## config.mk

```make
export PLATFORM = sky130hd
export DESIGN_NAME = switch_address_decode_output_offset
export DESIGN_NICKNAME = d
export VERILOG_FILES = /design/src/core/adv_pkg.sv /design/src/core/switch_address_decode_output_offset.sv /design/src/core/adv_field_apply.sv
export SDC_FILE = /design/constraint.sdc
export NUM_CORES = 1
export LEC_CHECK = 0
export ABC_AREA = 1
export BUFFER_PORTS_ARGS = -buffer_cell sky130_fd_sc_hd__buf_2
export CAP_MARGIN = 30
export CORE_AREA = 8 8 162 164
export DETAILED_ROUTE_END_ITERATION = 10
export DIE_AREA = 0 0 170 172
export SLEW_MARGIN = 20
export SYNTH_ARGS = -nofsm -noshare
export SYNTH_HDL_FRONTEND = slang
export SYNTH_SLANG_ARGS = --single-unit
```

## constraint.sdc

```tcl
create_clock -name clk -period 2 [get_ports clk]
set_clock_uncertainty 0.05 [all_clocks]
set_input_delay 0.2 -clock clk [delete_from_list [all_inputs] [get_ports clk]]
set_output_delay 0.2 -clock clk [all_outputs]
set_load 0.02 [all_outputs]
```

## src/core/adv_pkg.sv

```systemverilog
package adv_pkg;
  // host bus geometry
  localparam int ADDR_W = 14;
  localparam int DATA_W = 16;
  localparam int REG_ADDR_W = 13;
  localparam int STREAM_W = 5;
  localparam int CHAN_W = 8;
  localparam int FIELD_W = 2;
  localparam int STREAMS = 32;
  localparam int ADV_REGS = 4;
  localparam int FIELDS_PER_REG = 8;
  // address fields
  localparam int REGION_BIT = 13;
  localparam int STREAM_HI = 12;
  localparam int STREAM_LO = 8;
  localparam int CHAN_HI = 7;
  localparam int CHAN_LO = 0;
  // register offsets
  localparam logic [12:0] OFS_ADV_0_7 = 13'h000a;
  localparam logic [12:0] OFS_ADV_8_15 = 13'h000b;
  localparam logic [12:0] OFS_ADV_16_23 = 13'h000c;
  localparam logic [12:0] OFS_ADV_24_31 = 13'h000d;
  localparam logic [15:0] ADV_RESET = 16'h0000;
  // memory select codes
  localparam logic [1:0] MEM_SEL_DATA = 2'h0;
  localparam logic [1:0] MEM_SEL_CONN = 2'h1;
  // advance timing: 15 ns per code step
  localparam int ADV_STEP_NS = 15;
  localparam int CLK_PERIOD_NS = 10;
  // rate modes; only 8M, 16M, 4/8M and 16/8M allow an output advance
  localparam logic [2:0] RATE_2M = 3'h0;
  localparam logic [2:0] RATE_4M = 3'h1;
  localparam logic [2:0] RATE_8M = 3'h2;
  localparam logic [2:0] RATE_16M = 3'h3;
  localparam logic [2:0] RATE_2_4M = 3'h4;
  localparam logic [2:0] RATE_4_8M = 3'h5;
  localparam logic [2:0] RATE_16_8M = 3'h6;
  typedef enum logic [1:0] {
    RD_IDLE = 2'b00,
    RD_PRIMED = 2'b01
  } rd_state_t;
endpackage

```

## src/core/switch_address_decode_output_offset.sv

```systemverilog
`timescale 1ns/100ps
// Notes on behaviour
// - four 16-bit read/write advance registers at 0x00A..0x00D, reset zero.
// - one two-bit field per output stream, eight per register, low first.
// - codes 0..3 advance output bit 0 by 0, 15, 30, 45 ns.
// - advance acts only in 8, 16, 4/8, 16/8 modes; else software zeroes (the logic here forces the code to zero itself).
// - data memory read needs two cycles; second returns correct content.
// - top address line low selects registers by the lower thirteen lines.
// - top address line high selects data or connection memory by select bits.
// - stream from A12..A8, channel from A7..A0 on memory accesses.
// - data memory reads address a serial input stream and channel.
// - connection memory writes address a serial output stream and channel.
module switch_address_decode_output_offset
  import adv_pkg::*;
(
  input wire logic clk,
  input wire logic rstn,
  input wire logic [adv_pkg::ADDR_W-1:0] host_addr,
  input wire logic [adv_pkg::DATA_W-1:0] host_wdata,
  input wire logic host_cs,
  input wire logic host_wr,
  input wire logic host_rd,
  input wire logic [1:0] memory_select_bits,
  input wire logic [2:0] rate_mode,
  input wire logic [adv_pkg::DATA_W-1:0] mem_rdata,
  output logic [adv_pkg::DATA_W-1:0] host_data_lines,
  output logic reg_sel,
  output logic [adv_pkg::REG_ADDR_W-1:0] reg_addr,
  output logic dm_rd,
  output logic cm_wr,
  output logic cm_rd,
  output logic [adv_pkg::STREAM_W-1:0] in_stream,
  output logic [adv_pkg::CHAN_W-1:0] in_chan,
  output logic [adv_pkg::STREAM_W-1:0] serial_output_stream,
  output logic [adv_pkg::CHAN_W-1:0] out_chan,
  output logic [2*adv_pkg::STREAMS-1:0] stream_output_advance_field,
  output logic [8*adv_pkg::STREAMS-1:0] stream_advance_ns
);
  import adv_pkg::*;

  logic [DATA_W-1:0] adv_r [ADV_REGS];
  logic [DATA_W-1:0] adv_nxt [ADV_REGS];
  logic [DATA_W-1:0] rdata_r, rdata_nxt;
  rd_state_t rd_r, rd_nxt;
  logic [ADDR_W-1:0] last_addr_r, last_addr_nxt;
  logic region_select_address_line;
  logic is_mem, dm_sel, cm_sel;
  logic [1:0] adv_idx;
  logic adv_hit;

  // address split into region, register and memory coordinates
  always_comb
  begin
    region_select_address_line = host_addr[REGION_BIT];
    is_mem = host_cs && region_select_address_line;
    reg_sel = host_cs && !region_select_address_line;
    reg_addr = host_addr[REG_ADDR_W-1:0];
    dm_sel = is_mem && (memory_select_bits == MEM_SEL_DATA);
    cm_sel = is_mem && (memory_select_bits == MEM_SEL_CONN);
    dm_rd = dm_sel && host_rd;
    cm_wr = cm_sel && host_wr;
    cm_rd = cm_sel && host_rd;
    in_stream = host_addr[STREAM_HI:STREAM_LO];
    in_chan = host_addr[CHAN_HI:CHAN_LO];
    serial_output_stream = host_addr[STREAM_HI:STREAM_LO];
    out_chan = host_addr[CHAN_HI:CHAN_LO];
  end

  // advance register decode, register chain
  always_comb
  begin
    adv_hit = 1'b0;
    adv_idx = 2'h0;
    if (reg_addr == OFS_ADV_0_7)
    begin
      adv_hit = 1'b1;
      adv_idx = 2'h0;
    end
    else if (reg_addr == OFS_ADV_8_15)
    begin
      adv_hit = 1'b1;
      adv_idx = 2'h1;
    end
    else if (reg_addr == OFS_ADV_16_23)
    begin
      adv_hit = 1'b1;
      adv_idx = 2'h2;
    end
    else if (reg_addr == OFS_ADV_24_31)
    begin
      adv_hit = 1'b1;
      adv_idx = 2'h3;
    end
  end

  // register writes and read data, with two-cycle data memory read
  always_comb
  begin
    for (int i = 0; i < ADV_REGS; i++)
      adv_nxt[i] = adv_r[i];
    rdata_nxt = rdata_r;
    rd_nxt = rd_r;
    last_addr_nxt = last_addr_r;
    if (reg_sel && adv_hit && host_wr)
      adv_nxt[adv_idx] = host_wdata;
    if (reg_sel && host_rd)
      rdata_nxt = adv_hit ? adv_r[adv_idx] : 16'h0000;
    else if (cm_rd)
      rdata_nxt = mem_rdata;
    else if (dm_rd)
    begin
      // first cycle primes the fetch; only a repeat read returns data
      if (rd_r == RD_PRIMED && last_addr_r == host_addr)
        rdata_nxt = mem_rdata;
      else
        rdata_nxt = 16'h0000;
      rd_nxt = RD_PRIMED;
      last_addr_nxt = host_addr;
    end
    // any other selected access breaks a pending read pair
    if (!dm_rd && host_cs && (host_wr || host_rd))
      rd_nxt = RD_IDLE;
  end

  always_ff @(posedge clk or negedge rstn)
  begin
    if (!rstn)
    begin
      for (int i = 0; i < ADV_REGS; i++)
        adv_r[i] <= ADV_RESET;
      rdata_r <= 16'h0000;
      rd_r <= RD_IDLE;
      last_addr_r <= 14'h0000;
    end
    else
    begin
      for (int i = 0; i < ADV_REGS; i++)
        adv_r[i] <= adv_nxt[i];
      rdata_r <= rdata_nxt;
      rd_r <= rd_nxt;
      last_addr_r <= last_addr_nxt;
    end
  end

  assign host_data_lines = rdata_r;

  // per-stream field extraction and advance application
  genvar s;
  generate
    for (s = 0; s < STREAMS; s++)
    begin : g_stream
      adv_field_apply u_apply (
        .code(adv_r[s/FIELDS_PER_REG][2*(s%FIELDS_PER_REG) +: 2]),
        .rate_mode(rate_mode),
        .eff_code(stream_output_advance_field[2*s +: 2]),
        .adv_ns(stream_advance_ns[8*s +: 8])
      );
    end
  endgenerate
endmodule

```

## src/core/adv_field_apply.sv

```systemverilog
`timescale 1ns/100ps
// gates one stream's advance code by the rate mode
module adv_field_apply
  import adv_pkg::*;
(
  input wire logic [1:0] code,
  input wire logic [2:0] rate_mode,
  output logic [1:0] eff_code,
  output logic [7:0] adv_ns
);
  logic allowed;
  // advance only in the faster and mixed fast modes
  always_comb
  begin
    allowed = (rate_mode == RATE_8M) || (rate_mode == RATE_16M) ||
      (rate_mode == RATE_4_8M) || (rate_mode == RATE_16_8M);
    eff_code = allowed ? code : 2'h0;
    adv_ns = 8'(ADV_STEP_NS) * {6'h00, eff_code};
  end
endmodule

```

### Word-level counts from Yosys, hierarchy flattened

Cells that the tools add are included.
W data, S select, Z words.

| cells by class | value |
|---|---|
| add/subtract/negate cells | 0 |
| $mul | 32 |
| div/mod/pow operators | 0 |
| magnitude comparators | 2 |
| equal/unequal tests | 13 |
| shifts and indexed selects | 0 |
| muxes and demuxes | 55 |
| bitwise logic cells | 3 |
| reductions and logical operators | 25 |

Operators by type and width:

| cell | count |
|---|---|
| $mul A4 B2 Y6 const A | 32 |
| $mux W16 | 8 |
| $mux W2 | 40 |
| $bwmux W64 | 1 |
| $eq A13 B4 Y1 const B | 4 |
| $bmux W16 S2 | 1 |
| $demux W16 S2 | 1 |
| $eq A14 B14 Y1 | 1 |
| $logic_and A1 B1 Y1 | 14 |
| $eq A3 B2 Y1 const B | 2 |
| $eq A3 B3 Y1 const B | 2 |
| $reduce_and A3 Y1 | 2 |
| $eq A2 B1 Y1 const B | 2 |
| $logic_or A1 B1 Y1 | 4 |
| $mux W1 | 4 |
| $ne A2 B1 Y1 const B | 2 |
| $ge A3 B3 Y1 const B | 1 |
| $lt A3 B1 Y1 const B | 1 |
| $not A2 Y3 | 1 |
| $reduce_bool A3 Y1 | 1 |
| $logic_not A1 Y1 | 2 |
| $logic_not A2 Y1 | 1 |
| $not A1 Y1 | 2 |
| $reduce_bool A2 Y1 | 1 |

| storage, ports and cells | value |
|---|---|
| register bits | 96 |
| latch bits | 0 |
| RAM bits | 0 |
| bits in read-only memories | 0 |
| bits of input ports | 56 |
| output and inout port bits | 379 |
| word-level logic and storage cells | 137 |
| memories kept | 0 |

### Depth between registers and ports, before layout

Gate-level depths: netlist of run 1.

| depth | value |
|---|---|
| word-level depth | 11 |
| mapped depth | 13 |
| gate-level depth less buffers | 12 |

### Cells and area by module

A second synthesis of run 1 with hierarchy kept.

| second synthesis, totals | value |
|---|---|
| cell total of the unflattened synthesis | 1315 |
| area total of the unflattened synthesis | 9272.6 um2 |

Modules (own cells, without submodules):

| module | instances | cells each | area each (um2) | seq. area each (um2) |
|---|---|---|---|---|
| switch_address_decode_output_offset | 1 | 675 | 5348.9 | 2377.3 |
| adv_field_apply | 32 | 20 | 122.6 | 0.0 |

### Least setup slack after synthesis of run 1

Ideal clock, no wire load.

| timing path | value |
|---|---|
| path kind | input to output |
| start | input rate_mode[2] |
| end | output stream_advance_ns[19] in the netlist's numbering |
| arrival time | 1.675 ns |
| data required time | 1.750 ns |
| slack | 0.075 ns |
| stages on the path | 8 |
| path buffers | 2 |
| path through | a21o_1 > nand2_1 > clkbuf_1 > nor2_1 > inv_1 > ha_1 > inv_1 > buf_4 |

| between the ends | value |
|---|---|
| word-level cells in the longest chain between the ends | 6 |
| elaborated cells between the ends (all ways) | 9 |
| those cells by class | 1 x mul; 4 x eq/ne; 1 x mux; 3 x reduce/logical |

RTL lines:

| element | line | RTL |
|---|---|---|
| start, declared | switch_address_decode_output_offset.sv:24 | `input wire logic [2:0] rate_mode,` |
| $eq A3 B2 Y1 | adv_field_apply.sv:15 | `allowed = (rate_mode == RATE_8M) \|\| (rate_mode == RATE_16M) \|\|` |
| $logic_or A1 B1 Y1 (2 in series) | adv_field_apply.sv:15 |  |
| $logic_or A1 B1 Y1 * | adv_field_apply.sv:16 | `(rate_mode == RATE_4_8M) \|\| (rate_mode == RATE_16_8M);` |
| $mux W2 * | adv_field_apply.sv:17 | `eff_code = allowed ? code : 2'h0;` |
| $mul A4 B2 Y6 * | adv_field_apply.sv:18 | `adv_ns = 8'(ADV_STEP_NS) * {6'h00, eff_code};` |
| end, declared | switch_address_decode_output_offset.sv:37 | `output logic [8*adv_pkg::STREAMS-1:0] stream_advance_ns` |

Mark *: on every way between the ends. The rest lies on a longest branch, timed or not.

### Worst setup path in the final report of run 1

| timing path | value |
|---|---|
| start | register adv_r[48] in the netlist's numbering |
| end | output stream_advance_ns[1] in the netlist's numbering |

| between the ends | value |
|---|---|
| word-level cells in the longest chain between the ends | 2 |

RTL lines:

| element | line | RTL |
|---|---|---|
| start, declared | switch_address_decode_output_offset.sv:41 | `logic [DATA_W-1:0] adv_r [ADV_REGS];` |
| start signal, assigned by index | switch_address_decode_output_offset.sv:138 | `adv_r[i] <= adv_nxt[i];` |
| $mux W2 | adv_field_apply.sv:17 |  |
| $mul A4 B2 Y6 | adv_field_apply.sv:18 |  |

No other way between the ends.

==> impl_summary.log, run 1 <==
[metrics] FF+latch count, synth: 95
[metrics] crit path max-delay cell type: sky130_fd_sc_hd__dfrtp_1
[metrics] Hold Fails Final Rpt: 0
[metrics] Antenna Cells: 0
[metrics] max-capacitance violation count: 0
[metrics] cell internal power dissipation: 3.303 mW
[metrics] number of buffers inserted by port buffering: 370
[metrics] Non-Filler Instances: 1691
[metrics] worst hold path endpoint: adv_r[59]
[metrics] Final Wtd Congestion: 0.8153
[metrics] CP Max Fanout: 4
[metrics] final wirelength: 27370 um
[metrics] CTS tree: done
[metrics] Clock Root Buffer: sky130_fd_sc_hd__clkbuf_16
[metrics] Top FF cell, synth: sky130_fd_sc_hd__dfrtp_1
[metrics] number of global-route vias before repair: 7058
[metrics] dpl hpwl: 23550 um
[metrics] power dissipated by switching net loads: 1.825 mW
[metrics] remaining routing DRC violations: 0
[metrics] wire length of the first global-routing pass: 40970 um
[metrics] power density relative to cell area: 516.2 nW/um^2
[metrics] Post-Place Cell Area: 9610 sq um
[metrics] fraction of synthesis flops using an asynchronous set or reset pin: 100.0%
[metrics] post-synthesis instance area: 8265 sq um
[metrics] mean post-synth cell area: 7.639 sq um
[metrics] area taken by multi-input logic gates: 3948 sq um
[metrics] num rows: 57
[metrics] ratio of routed vias to standard cells: 4.239
[metrics] number of sinks handled by clock tree synthesis: 95
[metrics] number of flops mapped to enable cells by yosys: 0
[metrics] pin count of the biggest net entering global routing: 35
[metrics] FMAX: 530.9 MHz
[metrics] worst stage delay on the critical path: 0.35 ns
[metrics] # setup viols final: 0
[metrics] P_leak: 6.683 nW
[metrics] Max-slew headroom: 44.00%
[metrics] WL/cell: 16.19 um
[metrics] most common cell after layout, fill and taps aside: sky130_fd_sc_hd__buf_2
[metrics] depth of the worst register-to-register path: 10
[metrics] unrepaired setup endpoints after global routing: no
[metrics] placed insts: 1674
[metrics] Die Area: 29240 sq um
[metrics] Layout fillers: 2500
[metrics] number of nets at the end of the flow: 1514
[metrics] multiplexer share of the synthesized area: 0%
[metrics] number of DRC markers after the initial detailed-route iteration: 423
[metrics] TritonCTS buffer count: 9
[metrics] HP Start: host_wdata[11]
[metrics] proportion of layout cells with a drive suffix above 1: 35.48%
[metrics] commonest cells after routing, fill and taps aside: 369 x sky130_fd_sc_hd__buf_2, 247 x sky130_fd_sc_hd__nand2_1, 177 x sky130_fd_sc_hd__inv_1
[metrics] source-to-sink clock delay at the later pin of the worst-skew pair: 0.35 ns
[metrics] outcome: completed
[metrics] critical path launch point type: flop
[metrics] initial antenna violation count: 0
[metrics] area fraction in compound gates after synthesis: 8.417%
[metrics] Chip Height: 172 um
[metrics] final worst-path cycle share: 94.17%
[metrics] drt first pass iters: 5
[metrics] Arrival @ worst endpoint: 1.63 ns
[metrics] summed area of non-filler cells in the final layout: 9933 sq um
[metrics] Core Area: 23820 sq um
[metrics] chain of cells forming the critical path: inv_1 -> nor2_1 -> inv_1 -> ha_1 -> buf_2
[metrics] post-layout min period: 1.883 ns
[metrics] maximum root-to-sink buffer count: 2
[metrics] Worst IR Drop VDD: 0.3633 mV
[metrics] Setup crit end kind: primary output
[metrics] slew of the pin with the lowest slew margin: 0.8380 ns
[metrics] Die Span X: 170 um
[metrics] Reg2Reg Setup Slack: 0.46 ns
[metrics] H-tree depth: 3
[metrics] number of warnings reported in the yosys synthesis log: 0
[metrics] worst reg2reg path startpoint: last_addr_r[10]
[metrics] max-slew violation total from the final report: 0
[metrics] number of buffers added for setup after CTS: 0
[metrics] CP Class: flop to primary output
[metrics] number of cells on the worst hold path: 3
[metrics] number of nets still failing antenna checks after routing: 0
[metrics] largest family of logic cells by synthesized area: buffers and inverters
[metrics] combinational power share: 24.7%
[metrics] effective utilization at floorplan: 34.70%
[metrics] synthesized-area fraction occupied by and/or/nand/nor cells: 21.65%
[metrics] CP Data Required Time: 1.75 ns
[metrics] xor/xnor cell area share of the yosys netlist: 0.1060%
[metrics] flip-flop and latch area: 2377 sq um
[metrics] sequential group share of total power: 41.0%
[metrics] sequential cell area fraction in the yosys report: 28.76%
[metrics] signed area change from the synthesized netlist to the final layout: 20.18%
[metrics] I/O Pins: 435
[metrics] Worst-path clk slew: 0.08 ns
[metrics] count of cell types in the netlist: 35
[metrics] vias after detailed routing: 7168
[metrics] overflow left after global routing: 0
[metrics] Syn Inst Count: 1082
[metrics] worst flop-to-flop path endpoint: host_data_lines[6]
[metrics] Adder-Cell Fraction of Synth Area: 14.53%
[metrics] Switching Fraction: 35.59%
[metrics] Tot GR Track Use: 17.94%
[metrics] portion of total power attributed to the clock network: 34.3%
[metrics] Most common cell on crit path: sky130_fd_sc_hd__inv_1
[metrics] class of the most critical hold timing path: primary input to flop
## layer usage
metal	wire (um)	vias up	global-route usage, %
met5	0	-	0
met4	325	0	4.500
met3	2176	19	3.470
met2	13320	285	30.91
met1	11550	3229	22.77
li1	-	3635	-
## layout make-up
cell class                      instances  area share, %
Clock buffer                            9          2.267
Clock inverter                          7         0.7558
Inverter                              182          6.903
Multi-Input combinational cell        666          39.74
Sequential cell                        95          23.93
Tap cell                              324          4.081
Timing Repair Buffer                  408          22.32
## stage by stage
stage / setup slack [ns] / hold slack (ns) / total power [mW] / util [%] / TNS, ns
2_1_floorplan: 0.07539 / -0.1456 / 3.107 / - / 0
6_report: 0.1165 / 0.02424 / 5.128 / 41.70 / 0
5_1_grt: 0.01295 / 0.01973 / 5.413 / 41.70 / 0
4_1_cts: 0.04211 / 0.002593 / 5.192 / 41.66 / 0
3_5_place_dp: -0.003957 / 0.1483 / 3.411 / 40.35 / -0.007549
3_3_place_gp: 0.01928 / 0.1475 / 3.397 / 40.35 / 0
## critical path, delay by kind of cell, from the launching register on
kind | cells | cell delay, ns
buffers and inverters | 3 | 0.39
AND/OR/NAND/NOR | 1 | 0.26
adder cells (fa/ha/maj) | 1 | 0.29
flip-flops | 1 | 0.35
## registers in the layout, summed over array words and instances (netlist names)
| register | flops |
|---|---|
| adv_r | 64 |
| host_data_lines | 16 |
| last_addr_r | 14 |
| rd_r | 1 |
## cell usage after synthesis (2+ instances only)
master	instances	area, sq um
sky130_fd_sc_hd__a21oi_1	31	155.2
sky130_fd_sc_hd__buf_2	10	50.05
sky130_fd_sc_hd__buf_4	177	1329
sky130_fd_sc_hd__buf_6	9	101.4
sky130_fd_sc_hd__clkbuf_1	5	18.77
sky130_fd_sc_hd__dfrtp_1	95	2377
sky130_fd_sc_hd__ha_1	96	1201
sky130_fd_sc_hd__inv_1	177	664.4
sky130_fd_sc_hd__inv_2	4	15.01
sky130_fd_sc_hd__nand2_1	248	930.9
sky130_fd_sc_hd__nand2_2	6	37.54
sky130_fd_sc_hd__nand2_4	3	33.78
sky130_fd_sc_hd__nand3_1	52	260.3
sky130_fd_sc_hd__nand3_2	2	20.02
sky130_fd_sc_hd__nand3b_1	15	112.6
sky130_fd_sc_hd__nand4_1	3	18.77
sky130_fd_sc_hd__nand4_4	2	42.54
sky130_fd_sc_hd__nor2_1	49	183.9
sky130_fd_sc_hd__nor2_2	3	18.77
sky130_fd_sc_hd__nor2_4	5	56.30
sky130_fd_sc_hd__nor2_8	2	40.04
sky130_fd_sc_hd__o21ai_0	24	120.1
sky130_fd_sc_hd__o21ai_1	29	145.1
sky130_fd_sc_hd__o21ai_2	24	210.2
## power by group through the flow
| stage | Clock (mW) | Combinational [mW] | Sequential, mW |
|---|---|---|---|
| final | 1.76 | 1.26 | 2.10 |
| after global routing | 1.90 | 1.40 | 2.12 |
| after CTS | 1.81 | 1.28 | 2.10 |
| after detailed placement | 0 | 1.28 | 2.14 |
| after global placement | 0 | 1.26 | 2.13 |
| after floorplan | 0 | 0.911 | 2.20 |
## how the worst max path moves through the flow
stage | slack (ns) | cells after the start | endpoint | startpoint
after floorplan | 0.08 | 8 | stream_advance_ns[19] | rate_mode[2]
after global placement | 0.02 | 9 | stream_advance_ns[180] | rate_mode[2]
after detailed placement | -0.004 | 8 | adv_r[54] | host_addr[10]
after CTS | 0.04 | 6 | stream_advance_ns[51] | adv_r[60]
after global routing | 0.01 | 9 | stream_advance_ns[85] | rate_mode[2]
final | 0.12 | 5 | stream_advance_ns[1] | adv_r[48]
## cell families after synthesis
family,count (synthesis)
simple gates,393
buf+inv,384
compound gates,112
fa+ha+maj,96
flops,95
xor+xnor,1
other cells,1
## what timing repair did
| action | in CTS | in global routing |
|---|---|---|
| hold buffers | 1 | 0 |
| endpoints found under the setup margin | 2 | 10 |
| resized for setup | 1 | 4 |
| pin swaps | 0 | 0 |
| hold endpoints to repair | 30 | 0 |
Power figures use the tool's default switching activity.
==> run 2, diff against run 1 <==
--- a/config.mk
+++ b/config.mk
@@ -5,7 +5,6 @@
 export SDC_FILE = /design/constraint.sdc
 export NUM_CORES = 1
 export LEC_CHECK = 0
-export ABC_AREA = 1
 export BUFFER_PORTS_ARGS = -buffer_cell sky130_fd_sc_hd__buf_2
 export CAP_MARGIN = 30
 export CORE_AREA = 8 8 162 164
==> constraint.sdc (replaced) <==
create_clock -name clk -period 1.7 [get_ports clk]
set_clock_uncertainty 0.05 [all_clocks]
set_input_delay 0.17 -clock clk [delete_from_list [all_inputs] [get_ports clk]]
set_output_delay 0.17 -clock clk [all_outputs]
set_load 0.02 [all_outputs]
==> run 2 against run 1 <==
  * Core utilization is 2.2 points higher
  * Combinational power is 13% lower
  * Die area stayed put
  * Clock power is 39% higher
  * First-iteration DRC count is 32% lower
  * Critical path depth is 3 higher
  * Register-to-register slack worse by 0.39 ns
  * Sequential share of layout area is 1.2 points lower
  * Synthesized cell count is 26% lower
  * Global-route usage is 1.3 points lower
==> impl_summary.log, run 2 <==
[metrics] class of the most critical hold timing path: primary input to flop
[metrics] fraction of synthesis flops using an asynchronous set or reset pin: 100.0% (unchanged)
[metrics] max-slew violation total from the final report: 0 (unchanged)
[metrics] power dissipated by switching net loads: 1.660 mW (-9.0%)
[metrics] count leader, synth: sky130_fd_sc_hd__buf_4
[metrics] crit path launch: rate_mode[1]
[metrics] number of nets at the end of the flow: 1281 (-15%)
[metrics] Most common cell on crit path: sky130_fd_sc_hd__buf_12
[metrics] proportion of layout cells with a drive suffix above 1: 53.26% (+18 points)
[metrics] number of DRC markers after the initial detailed-route iteration: 289 (-32%)
[metrics] number of flip-flops under the largest register name: 64 (unchanged)
[metrics] Setup crit end kind: primary output
[metrics] worst reg2reg path startpoint: last_addr_r[12]
[metrics] Hold Fails Final Rpt: 0 (unchanged)
[metrics] final worst-path cycle share: 97.55%
[metrics] worst flop-to-flop path endpoint: host_data_lines[10]
[metrics] largest cells by area after synthesis: sky130_fd_sc_hd__dfrtp_1 31%, sky130_fd_sc_hd__buf_4 17%, sky130_fd_sc_hd__ha_1 16%
[metrics] share of Yosys cell area claimed by the top area cell type: 30.70% (+1.9 points)
[metrics] worst hold path endpoint: host_data_lines[9]
[metrics] FMAX: 603.0 MHz
[metrics] worst stage delay on the critical path: 0.27 ns (-0.08 ns)
[metrics] H-tree depth: 3 (unchanged)
[metrics] Die Span X: 170 um (unchanged)
[metrics] power density relative to cell area: 569.8 nW/um^2 (+10%)
[metrics] pin count of the biggest net entering global routing: 47 (+34%)
[metrics] Final Wtd Congestion: 0.8461 (+3.8%)
[metrics] WL/cell: 17.79 um (+9.9%)
[metrics] ratio of routed vias to standard cells: 4.326 (+2.1%)
[metrics] total negative setup slack: 0 ns (unchanged)
[metrics] summed area of non-filler cells in the final layout: 10460 sq um (+5.3%)
[metrics] Die Area: 29240 sq um (unchanged)
[metrics] TritonCTS buffer count: 9 (unchanged)
[metrics] drt first pass iters: 4 (-1)
[metrics] number of warnings reported in the yosys synthesis log: 0 (unchanged)
[metrics] sequential cell area fraction in the yosys report: 30.70% (+1.9 points)
[metrics] number of cells on the worst hold path: 2 (-1)
[metrics] mean post-synth cell area: 9.728 sq um (+27%)
[metrics] CP Data Required Time: 1.48 ns (-0.27 ns)
[metrics] count of buffer and inverter cells on the critical path: 5 (+2)
[metrics] initial antenna violation count: 2 (+2)
[metrics] cell internal power dissipation: 4.299 mW (+30%)
[metrics] outcome: completed
[metrics] Top FF cell, synth: sky130_fd_sc_hd__dfrtp_1
[metrics] Arrival @ worst endpoint: 1.44 ns (-0.19 ns)
[metrics] sequential group share of total power: 40.7% (-0.3 points)
[metrics] max-capacitance violation count: 0 (unchanged)
[metrics] post-synth top area cell: sky130_fd_sc_hd__dfrtp_1
[metrics] I/O Pins: 435 (unchanged)
[metrics] signed area change from the synthesized netlist to the final layout: 35.05%
[metrics] Chip Height: 172 um (unchanged)
[metrics] worst hold slack: 0.01463 ns (-0.009615 ns)
[metrics] count of cell types in the netlist: 42 (+20%)
[metrics] number of global-route vias before repair: 6633 (-6.0%)
[metrics] worst setup timing slack at the placement stage: -0.2588 ns (-0.2548 ns)
[metrics] portion of total power attributed to the clock network: 41.0% (+6.7 points)
[metrics] unrepaired setup endpoints after global routing: yes
[metrics] min setup slack post-route: 0.04171 ns (-0.07481 ns)
[metrics] FF+latch count, synth: 95 (unchanged)
[metrics] commonest cells after routing, fill and taps aside: 327 x sky130_fd_sc_hd__buf_2, 95 x sky130_fd_sc_hd__dfrtp_1, 88 x sky130_fd_sc_hd__ha_1
[metrics] number of flops mapped to enable cells by yosys: 0 (unchanged)
[metrics] Clock Root Buffer: sky130_fd_sc_hd__clkbuf_16
[metrics] ranking of synthesized cells by instance count: 173 x sky130_fd_sc_hd__buf_4, 97 x sky130_fd_sc_hd__inv_1, 96 x sky130_fd_sc_hd__ha_1
[metrics] CTS tree: done
[metrics] combinational power share: 18.3% (-6.4 points)
[metrics] most common cell after layout, fill and taps aside: sky130_fd_sc_hd__buf_2
[metrics] depth of the worst register-to-register path: 6 (-4)
[metrics] wire length of the first global-routing pass: 37530 um (-8.4%)
[metrics] final wirelength: 25930 um (-5.3%)
[metrics] Worst IR Drop VDD: 0.4238 mV (+17%)
[metrics] Core Area: 23820 sq um (unchanged)
[metrics] critical path launch point type: primary input
[metrics] overflow left after global routing: 0 (unchanged)
[metrics] crit path max-delay cell type: sky130_fd_sc_hd__ha_4
[metrics] Switching Fraction: 27.85% (-7.7 points)
[metrics] CP Max Fanout: 7 (+3)
[metrics] top register by number of flip-flops: adv_r
[metrics] effective utilization at floorplan: 32.51% (-2.2 points)
[metrics] remaining routing DRC violations: 0 (unchanged)
[metrics] number of sinks handled by clock tree synthesis: 95 (unchanged)
[metrics] P_leak: 6.649 nW (-0.50%)
[metrics] # setup viols final: 0 (unchanged)
[metrics] cell family contributing the most delay on the critical path: buffers and inverters
[metrics] num rows: 57 (unchanged)
[metrics] dpl hpwl: 21440 um (-9.0%)
[metrics] CP Class: primary input to primary output
[metrics] chain of cells forming the critical path: buf_2 -> xnor2_4 -> buf_12 -> buf_12 -> buf_8 -> nand2_2 -> ha_4 -> buf_6
[metrics] maximum root-to-sink buffer count: 2 (unchanged)
[metrics] Syn Inst Count: 796 (-26%)
[metrics] Final Power: 5.959 mW (+16%)
[metrics] number of nets still failing antenna checks after routing: 0 (unchanged)
[metrics] Reg2Reg Setup Slack: 0.07 ns (-0.39 ns)
[metrics] HP Start: mem_rdata[9]
[metrics] post-layout min period: 1.658 ns
[metrics] vias after detailed routing: 6308 (-12%)
[metrics] source-to-sink clock delay at the later pin of the worst-skew pair: 0.35 ns (about the same)
[metrics] Tot GR Track Use: 16.62% (-1.3 points)
[metrics] post-synthesis instance area: 7744 sq um (-6.3%)
[metrics] Antenna Cells: 0 (unchanged)
[metrics] Post-Place Cell Area: 9522 sq um (-0.92%)
[metrics] number of buffers inserted by port buffering: 370 (unchanged)
[metrics] Worst-path clk slew: 0.07 ns (about the same)
[metrics] Layout fillers: 2372 (-5.1%)
## run 2: kinds of logic (layout without fill, tap and decap cells)
group	after synthesis	in the layout	synth area share (%)
xor gates and xnor gates	15	15	1.697
other	1	64	0.04843
AOI/OAI and AO/OA	69	69	6.447
muxes	93	93	13.75
buffers and inverters	294	569	22.98
DFF	95	95	30.70
and+or+nand+nor	133	133	8.871
adders and majority gates	96	96	15.51
## run 2: power by group through the flow
| stage | Sequential [mW] | Clock (mW) | Combinational, mW |
|---|---|---|---|
| finish | 2.43 | 2.45 | 1.09 |
| CTS | 2.43 | 2.49 | 1.06 |
| floorplan | 2.49 | 0 | 0.688 |
| global route | 2.44 | 2.59 | 1.18 |
| detailed placement | 2.47 | 0 | 0.971 |
| global placement | 2.46 | 0 | 0.964 |
## run 2: layout make-up
class	instances	area (sq um)	area share [%]
Clock buffer	10	239.0	2.285
Clock inverter	6	115.1	1.101
Inverter	97	366.6	3.506
Multi-Input combinational cell	470	4061	38.84
Sequential cell	95	2377	22.73
Tap cell	324	405.4	3.877
Timing Repair Buffer	456	2893	27.66
## run 2: how the worst max path moves through the flow
stage          depth (start not counted)  slack (ns)                      to
6_report                               8        0.04  stream_advance_ns[209]
4_1_cts                                9       -0.03  stream_advance_ns[169]
5_1_grt                                6       -0.02      host_data_lines[8]
3_5_place_dp                           7       -0.26               adv_r[28]
2_1_floorplan                          7       -0.06               adv_r[22]
3_3_place_gp                           7       -0.23               adv_r[22]
## run 2: repair_timing
| action | in CTS | in global routing |
|---|---|---|
| pin swaps | 3 | 6 |
| endpoints found under the hold margin | 107 | 0 |
| setup endpoints to repair | 179 | 155 |
| gates resized for setup | 34 | 88 |
| gates cloned | 2 | 0 |
| hold buffers | 13 | 0 |
| buffers inserted | 3 | 0 |
## run 2: metal layers
layer | vias up | global-route usage [%] | share of wire [%]
met4 | 4 | 4.272 | 1.5
met2 | 266 | 30.51 | 51
met3 | 26 | 3.402 | 8.2
met1 | 3005 | 19.45 | 39
met5 | - | 0 | 0.085
li1 | 3007 | - | -
## run 2: per-stage QoR
stage | util, % | cells
2_1_floorplan | - | 859
3_3_place_gp | 39.97 | 1424
3_5_place_dp | 39.97 | 1424
4_1_cts | 42.89 | 1458
5_1_grt | 43.90 | 1458
6_report | 43.90 | 1458
==> run 3, diff against run 2 <==
--- a/config.mk
+++ b/config.mk
@@ -10,6 +10,7 @@
 export CORE_AREA = 8 8 162 164
 export DETAILED_ROUTE_END_ITERATION = 10
 export DIE_AREA = 0 0 170 172
+export REMOVE_ABC_BUFFERS = 1
 export SLEW_MARGIN = 20
 export SYNTH_ARGS = -nofsm -noshare
 export SYNTH_HDL_FRONTEND = slang
==> run 3 against run 2 <==
  * Sequential share of layout area grew 0.26 points
  * Global-route usage grew 1.2 points
  * Sequential power is essentially flat
  * Fmax shrank 1.1%
  * Register-to-register slack lost 0.03 ns
  * First-iteration DRC count shrank 52%
  * Via count grew 1.7%
  * Hold slack gained 0.0098 ns
  * Largest cell class unchanged
==> impl_summary.log, run 3 (synthesized netlist as in run 2, its figures left out) <==
[metrics] count of buffer and inverter cells on the critical path: 4 (-1)
[metrics] Die Area: 29240 sq um (unchanged)
[metrics] power density relative to cell area: 537.0 nW/um^2 (-5.8%)
[metrics] worst stage delay on the critical path: 0.30 ns (+0.03 ns)
[metrics] Reg2Reg Setup Slack: 0.04 ns (-0.03 ns)
[metrics] CP Data Required Time: 1.48 ns (about the same)
[metrics] Core Area: 23820 sq um (unchanged)
[metrics] max-slew violation total from the final report: 0 (unchanged)
[metrics] number of buffers inserted by port buffering: 370 (unchanged)
[metrics] # setup viols final: 0 (unchanged)
[metrics] proportion of layout cells with a drive suffix above 1: 51.18% (-2.1 points)
[metrics] initial antenna violation count: 2 (unchanged)
[metrics] worst hold slack: 0.02441 ns (+0.009782 ns)
[metrics] final worst-path cycle share: 98.65% (+1.1 points)
[metrics] most common cell after layout, fill and taps aside: sky130_fd_sc_hd__buf_2
[metrics] number of nets at the end of the flow: 1292 (+0.86%)
[metrics] class of the most critical hold timing path: primary input to flop
[metrics] Most common cell on crit path: sky130_fd_sc_hd__buf_12
[metrics] final wirelength: 27700 um (+6.8%)
[metrics] chain of cells forming the critical path: buf_2 -> nand2_4 -> xnor2_4 -> buf_12 -> buf_12 -> nand2_1 -> ha_1 -> clkbuf_4
[metrics] P_leak: 6.654 nW (about the same)
[metrics] Hold Fails Final Rpt: 0 (unchanged)
[metrics] TritonCTS buffer count: 9 (unchanged)
[metrics] Tot GR Track Use: 17.78% (+1.2 points)
[metrics] Die Span X: 170 um (unchanged)
[metrics] worst hold path endpoint: host_data_lines[2]
[metrics] Final Wtd Congestion: 0.7678 (-9.3%)
[metrics] HP Start: mem_rdata[2]
[metrics] outcome: completed
[metrics] Worst-path clk slew: 0.07 ns (about the same)
[metrics] dpl hpwl: 22540 um (+5.1%)
[metrics] Setup crit end kind: primary output
[metrics] CP Max Fanout: 19 (+12)
[metrics] worst reg2reg path startpoint: last_addr_r[5]
[metrics] number of global-route vias before repair: 6882 (+3.8%)
[metrics] I/O Pins: 435 (unchanged)
[metrics] crit path max-delay cell type: sky130_fd_sc_hd__ha_1
[metrics] summed area of non-filler cells in the final layout: 10340 sq um (-1.1%)
[metrics] Layout fillers: 2362 (-0.42%)
[metrics] signed area change from the synthesized netlist to the final layout: 33.51%
[metrics] Arrival @ worst endpoint: 1.46 ns (+0.02 ns)
[metrics] Clock Root Buffer: sky130_fd_sc_hd__clkbuf_16
[metrics] drt first pass iters: 4 (unchanged)
[metrics] cell family contributing the most delay on the critical path: buffers and inverters
[metrics] Post-Place Cell Area: 9585 sq um (+0.67%)
[metrics] wire length of the first global-routing pass: 39520 um (+5.3%)
[metrics] H-tree depth: 3 (unchanged)
[metrics] maximum root-to-sink buffer count: 2 (unchanged)
[metrics] pin count of the biggest net entering global routing: 31 (-34%)
[metrics] CP Class: primary input to primary output
[metrics] WL/cell: 18.84 um (+6.0%)
[metrics] FMAX: 596.3 MHz (-1.1%)
[metrics] remaining routing DRC violations: 0 (unchanged)
[metrics] effective utilization at floorplan: 32.51% (unchanged)
[metrics] number of cells on the worst hold path: 2 (unchanged)
[metrics] vias after detailed routing: 6418 (+1.7%)
[metrics] post-layout min period: 1.677 ns (+0.01881 ns)
[metrics] Worst IR Drop VDD: 0.3800 mV (-10%)
[metrics] depth of the worst register-to-register path: 6 (unchanged)
[metrics] overflow left after global routing: 0 (unchanged)
[metrics] number of sinks handled by clock tree synthesis: 95 (unchanged)
[metrics] max-capacitance violation count: 0 (unchanged)
[metrics] worst flop-to-flop path endpoint: host_data_lines[12]
[metrics] Final Power: 5.552 mW (-6.8%)
[metrics] number of flip-flops under the largest register name: 64 (unchanged)
[metrics] number of nets still failing antenna checks after routing: 0 (unchanged)
[metrics] unrepaired setup endpoints after global routing: yes
[metrics] ratio of routed vias to standard cells: 4.366 (+0.91%)
[metrics] commonest cells after routing, fill and taps aside: 325 x sky130_fd_sc_hd__buf_2, 102 x sky130_fd_sc_hd__buf_4, 96 x sky130_fd_sc_hd__ha_1
[metrics] top register by number of flip-flops: adv_r
[metrics] source-to-sink clock delay at the later pin of the worst-skew pair: 0.35 ns (about the same)
[metrics] number of DRC markers after the initial detailed-route iteration: 138 (-52%)
[metrics] Chip Height: 172 um (unchanged)
[metrics] critical path launch point type: primary input
[metrics] num rows: 57 (unchanged)
[metrics] CTS tree: done
## run 3: routing by layer
metal / GRT usage (%) / part of all wire, %
met5: 0 / 0.040
met4: 4.157 / 1.2
met3: 5.160 / 8.8
met2: 33.30 / 52
met1: 19.50 / 38
## run 3: power by group
part / switching (mW) / leakage [nW] / total, mW / internal [mW]
clock network: 0.899 / 0.136 / 2.04 / 1.14
registers: 0.0695 / 1.30 / 2.43 / 2.36
logic: 0.643 / 5.22 / 1.08 / 0.438
total: 1.61 / 6.65 / 5.55 / 3.94
## run 3: area by class of cell
cell class / instances / area, sq um / share of cell area, %
inverter: 97 / 364.1 / 3.522
clock inverter: 5 / 58.81 / 0.5688
timing repair buffer: 467 / 2979 / 28.82
tap: 324 / 405.4 / 3.921
multi-input combinational: 470 / 3919 / 37.90
sequential: 95 / 2377 / 22.99
antenna: 1 / 2.502 / 0.02420
clock buffer: 11 / 232.7 / 2.251
## run 3: worst max-delay path by stage
stage / endpoint / slack, ns / startpoint / depth (start not counted)
floorplan: stream_advance_ns[101] / -2.22 / rate_mode[2] / 5
global placement: adv_r[17] / -0.22 / host_addr[4] / 7
detailed placement: adv_r[16] / -0.26 / host_addr[4] / 7
CTS: stream_advance_ns[74] / 0.005 / rate_mode[2] / 9
global route: stream_advance_ns[25] / -0.07 / rate_mode[0] / 8
finish: stream_advance_ns[113] / 0.02 / rate_mode[2] / 8
## run 3: stage by stage
stage / std cells / worst slack [ns] / utilization [%] / TNS [ns]
2_1_floorplan: 662 / -2.224 / - / -509.98
3_3_place_gp: 1433 / -0.2239 / 40.24 / -12.58
3_5_place_dp: 1433 / -0.2560 / 40.24 / -14.22
4_1_cts: 1464 / 0.004821 / 42.07 / 0
5_1_grt: 1470 / -0.07476 / 43.40 / -1.882
6_report: 1470 / 0.02290 / 43.40 / 0
## run 3: timing repair
| item | in CTS | in global routing |
|---|---|---|
| pin swaps | 0 | 10 |
| setup endpoints to repair | 1 | 117 |
| hold buffers | 13 | 1 |
| gates cloned | 0 | 3 |
| hold endpoints to repair | 89 | 1 |
| setup buffers | 2 | 1 |
| gates resized for setup | 0 | 83 |
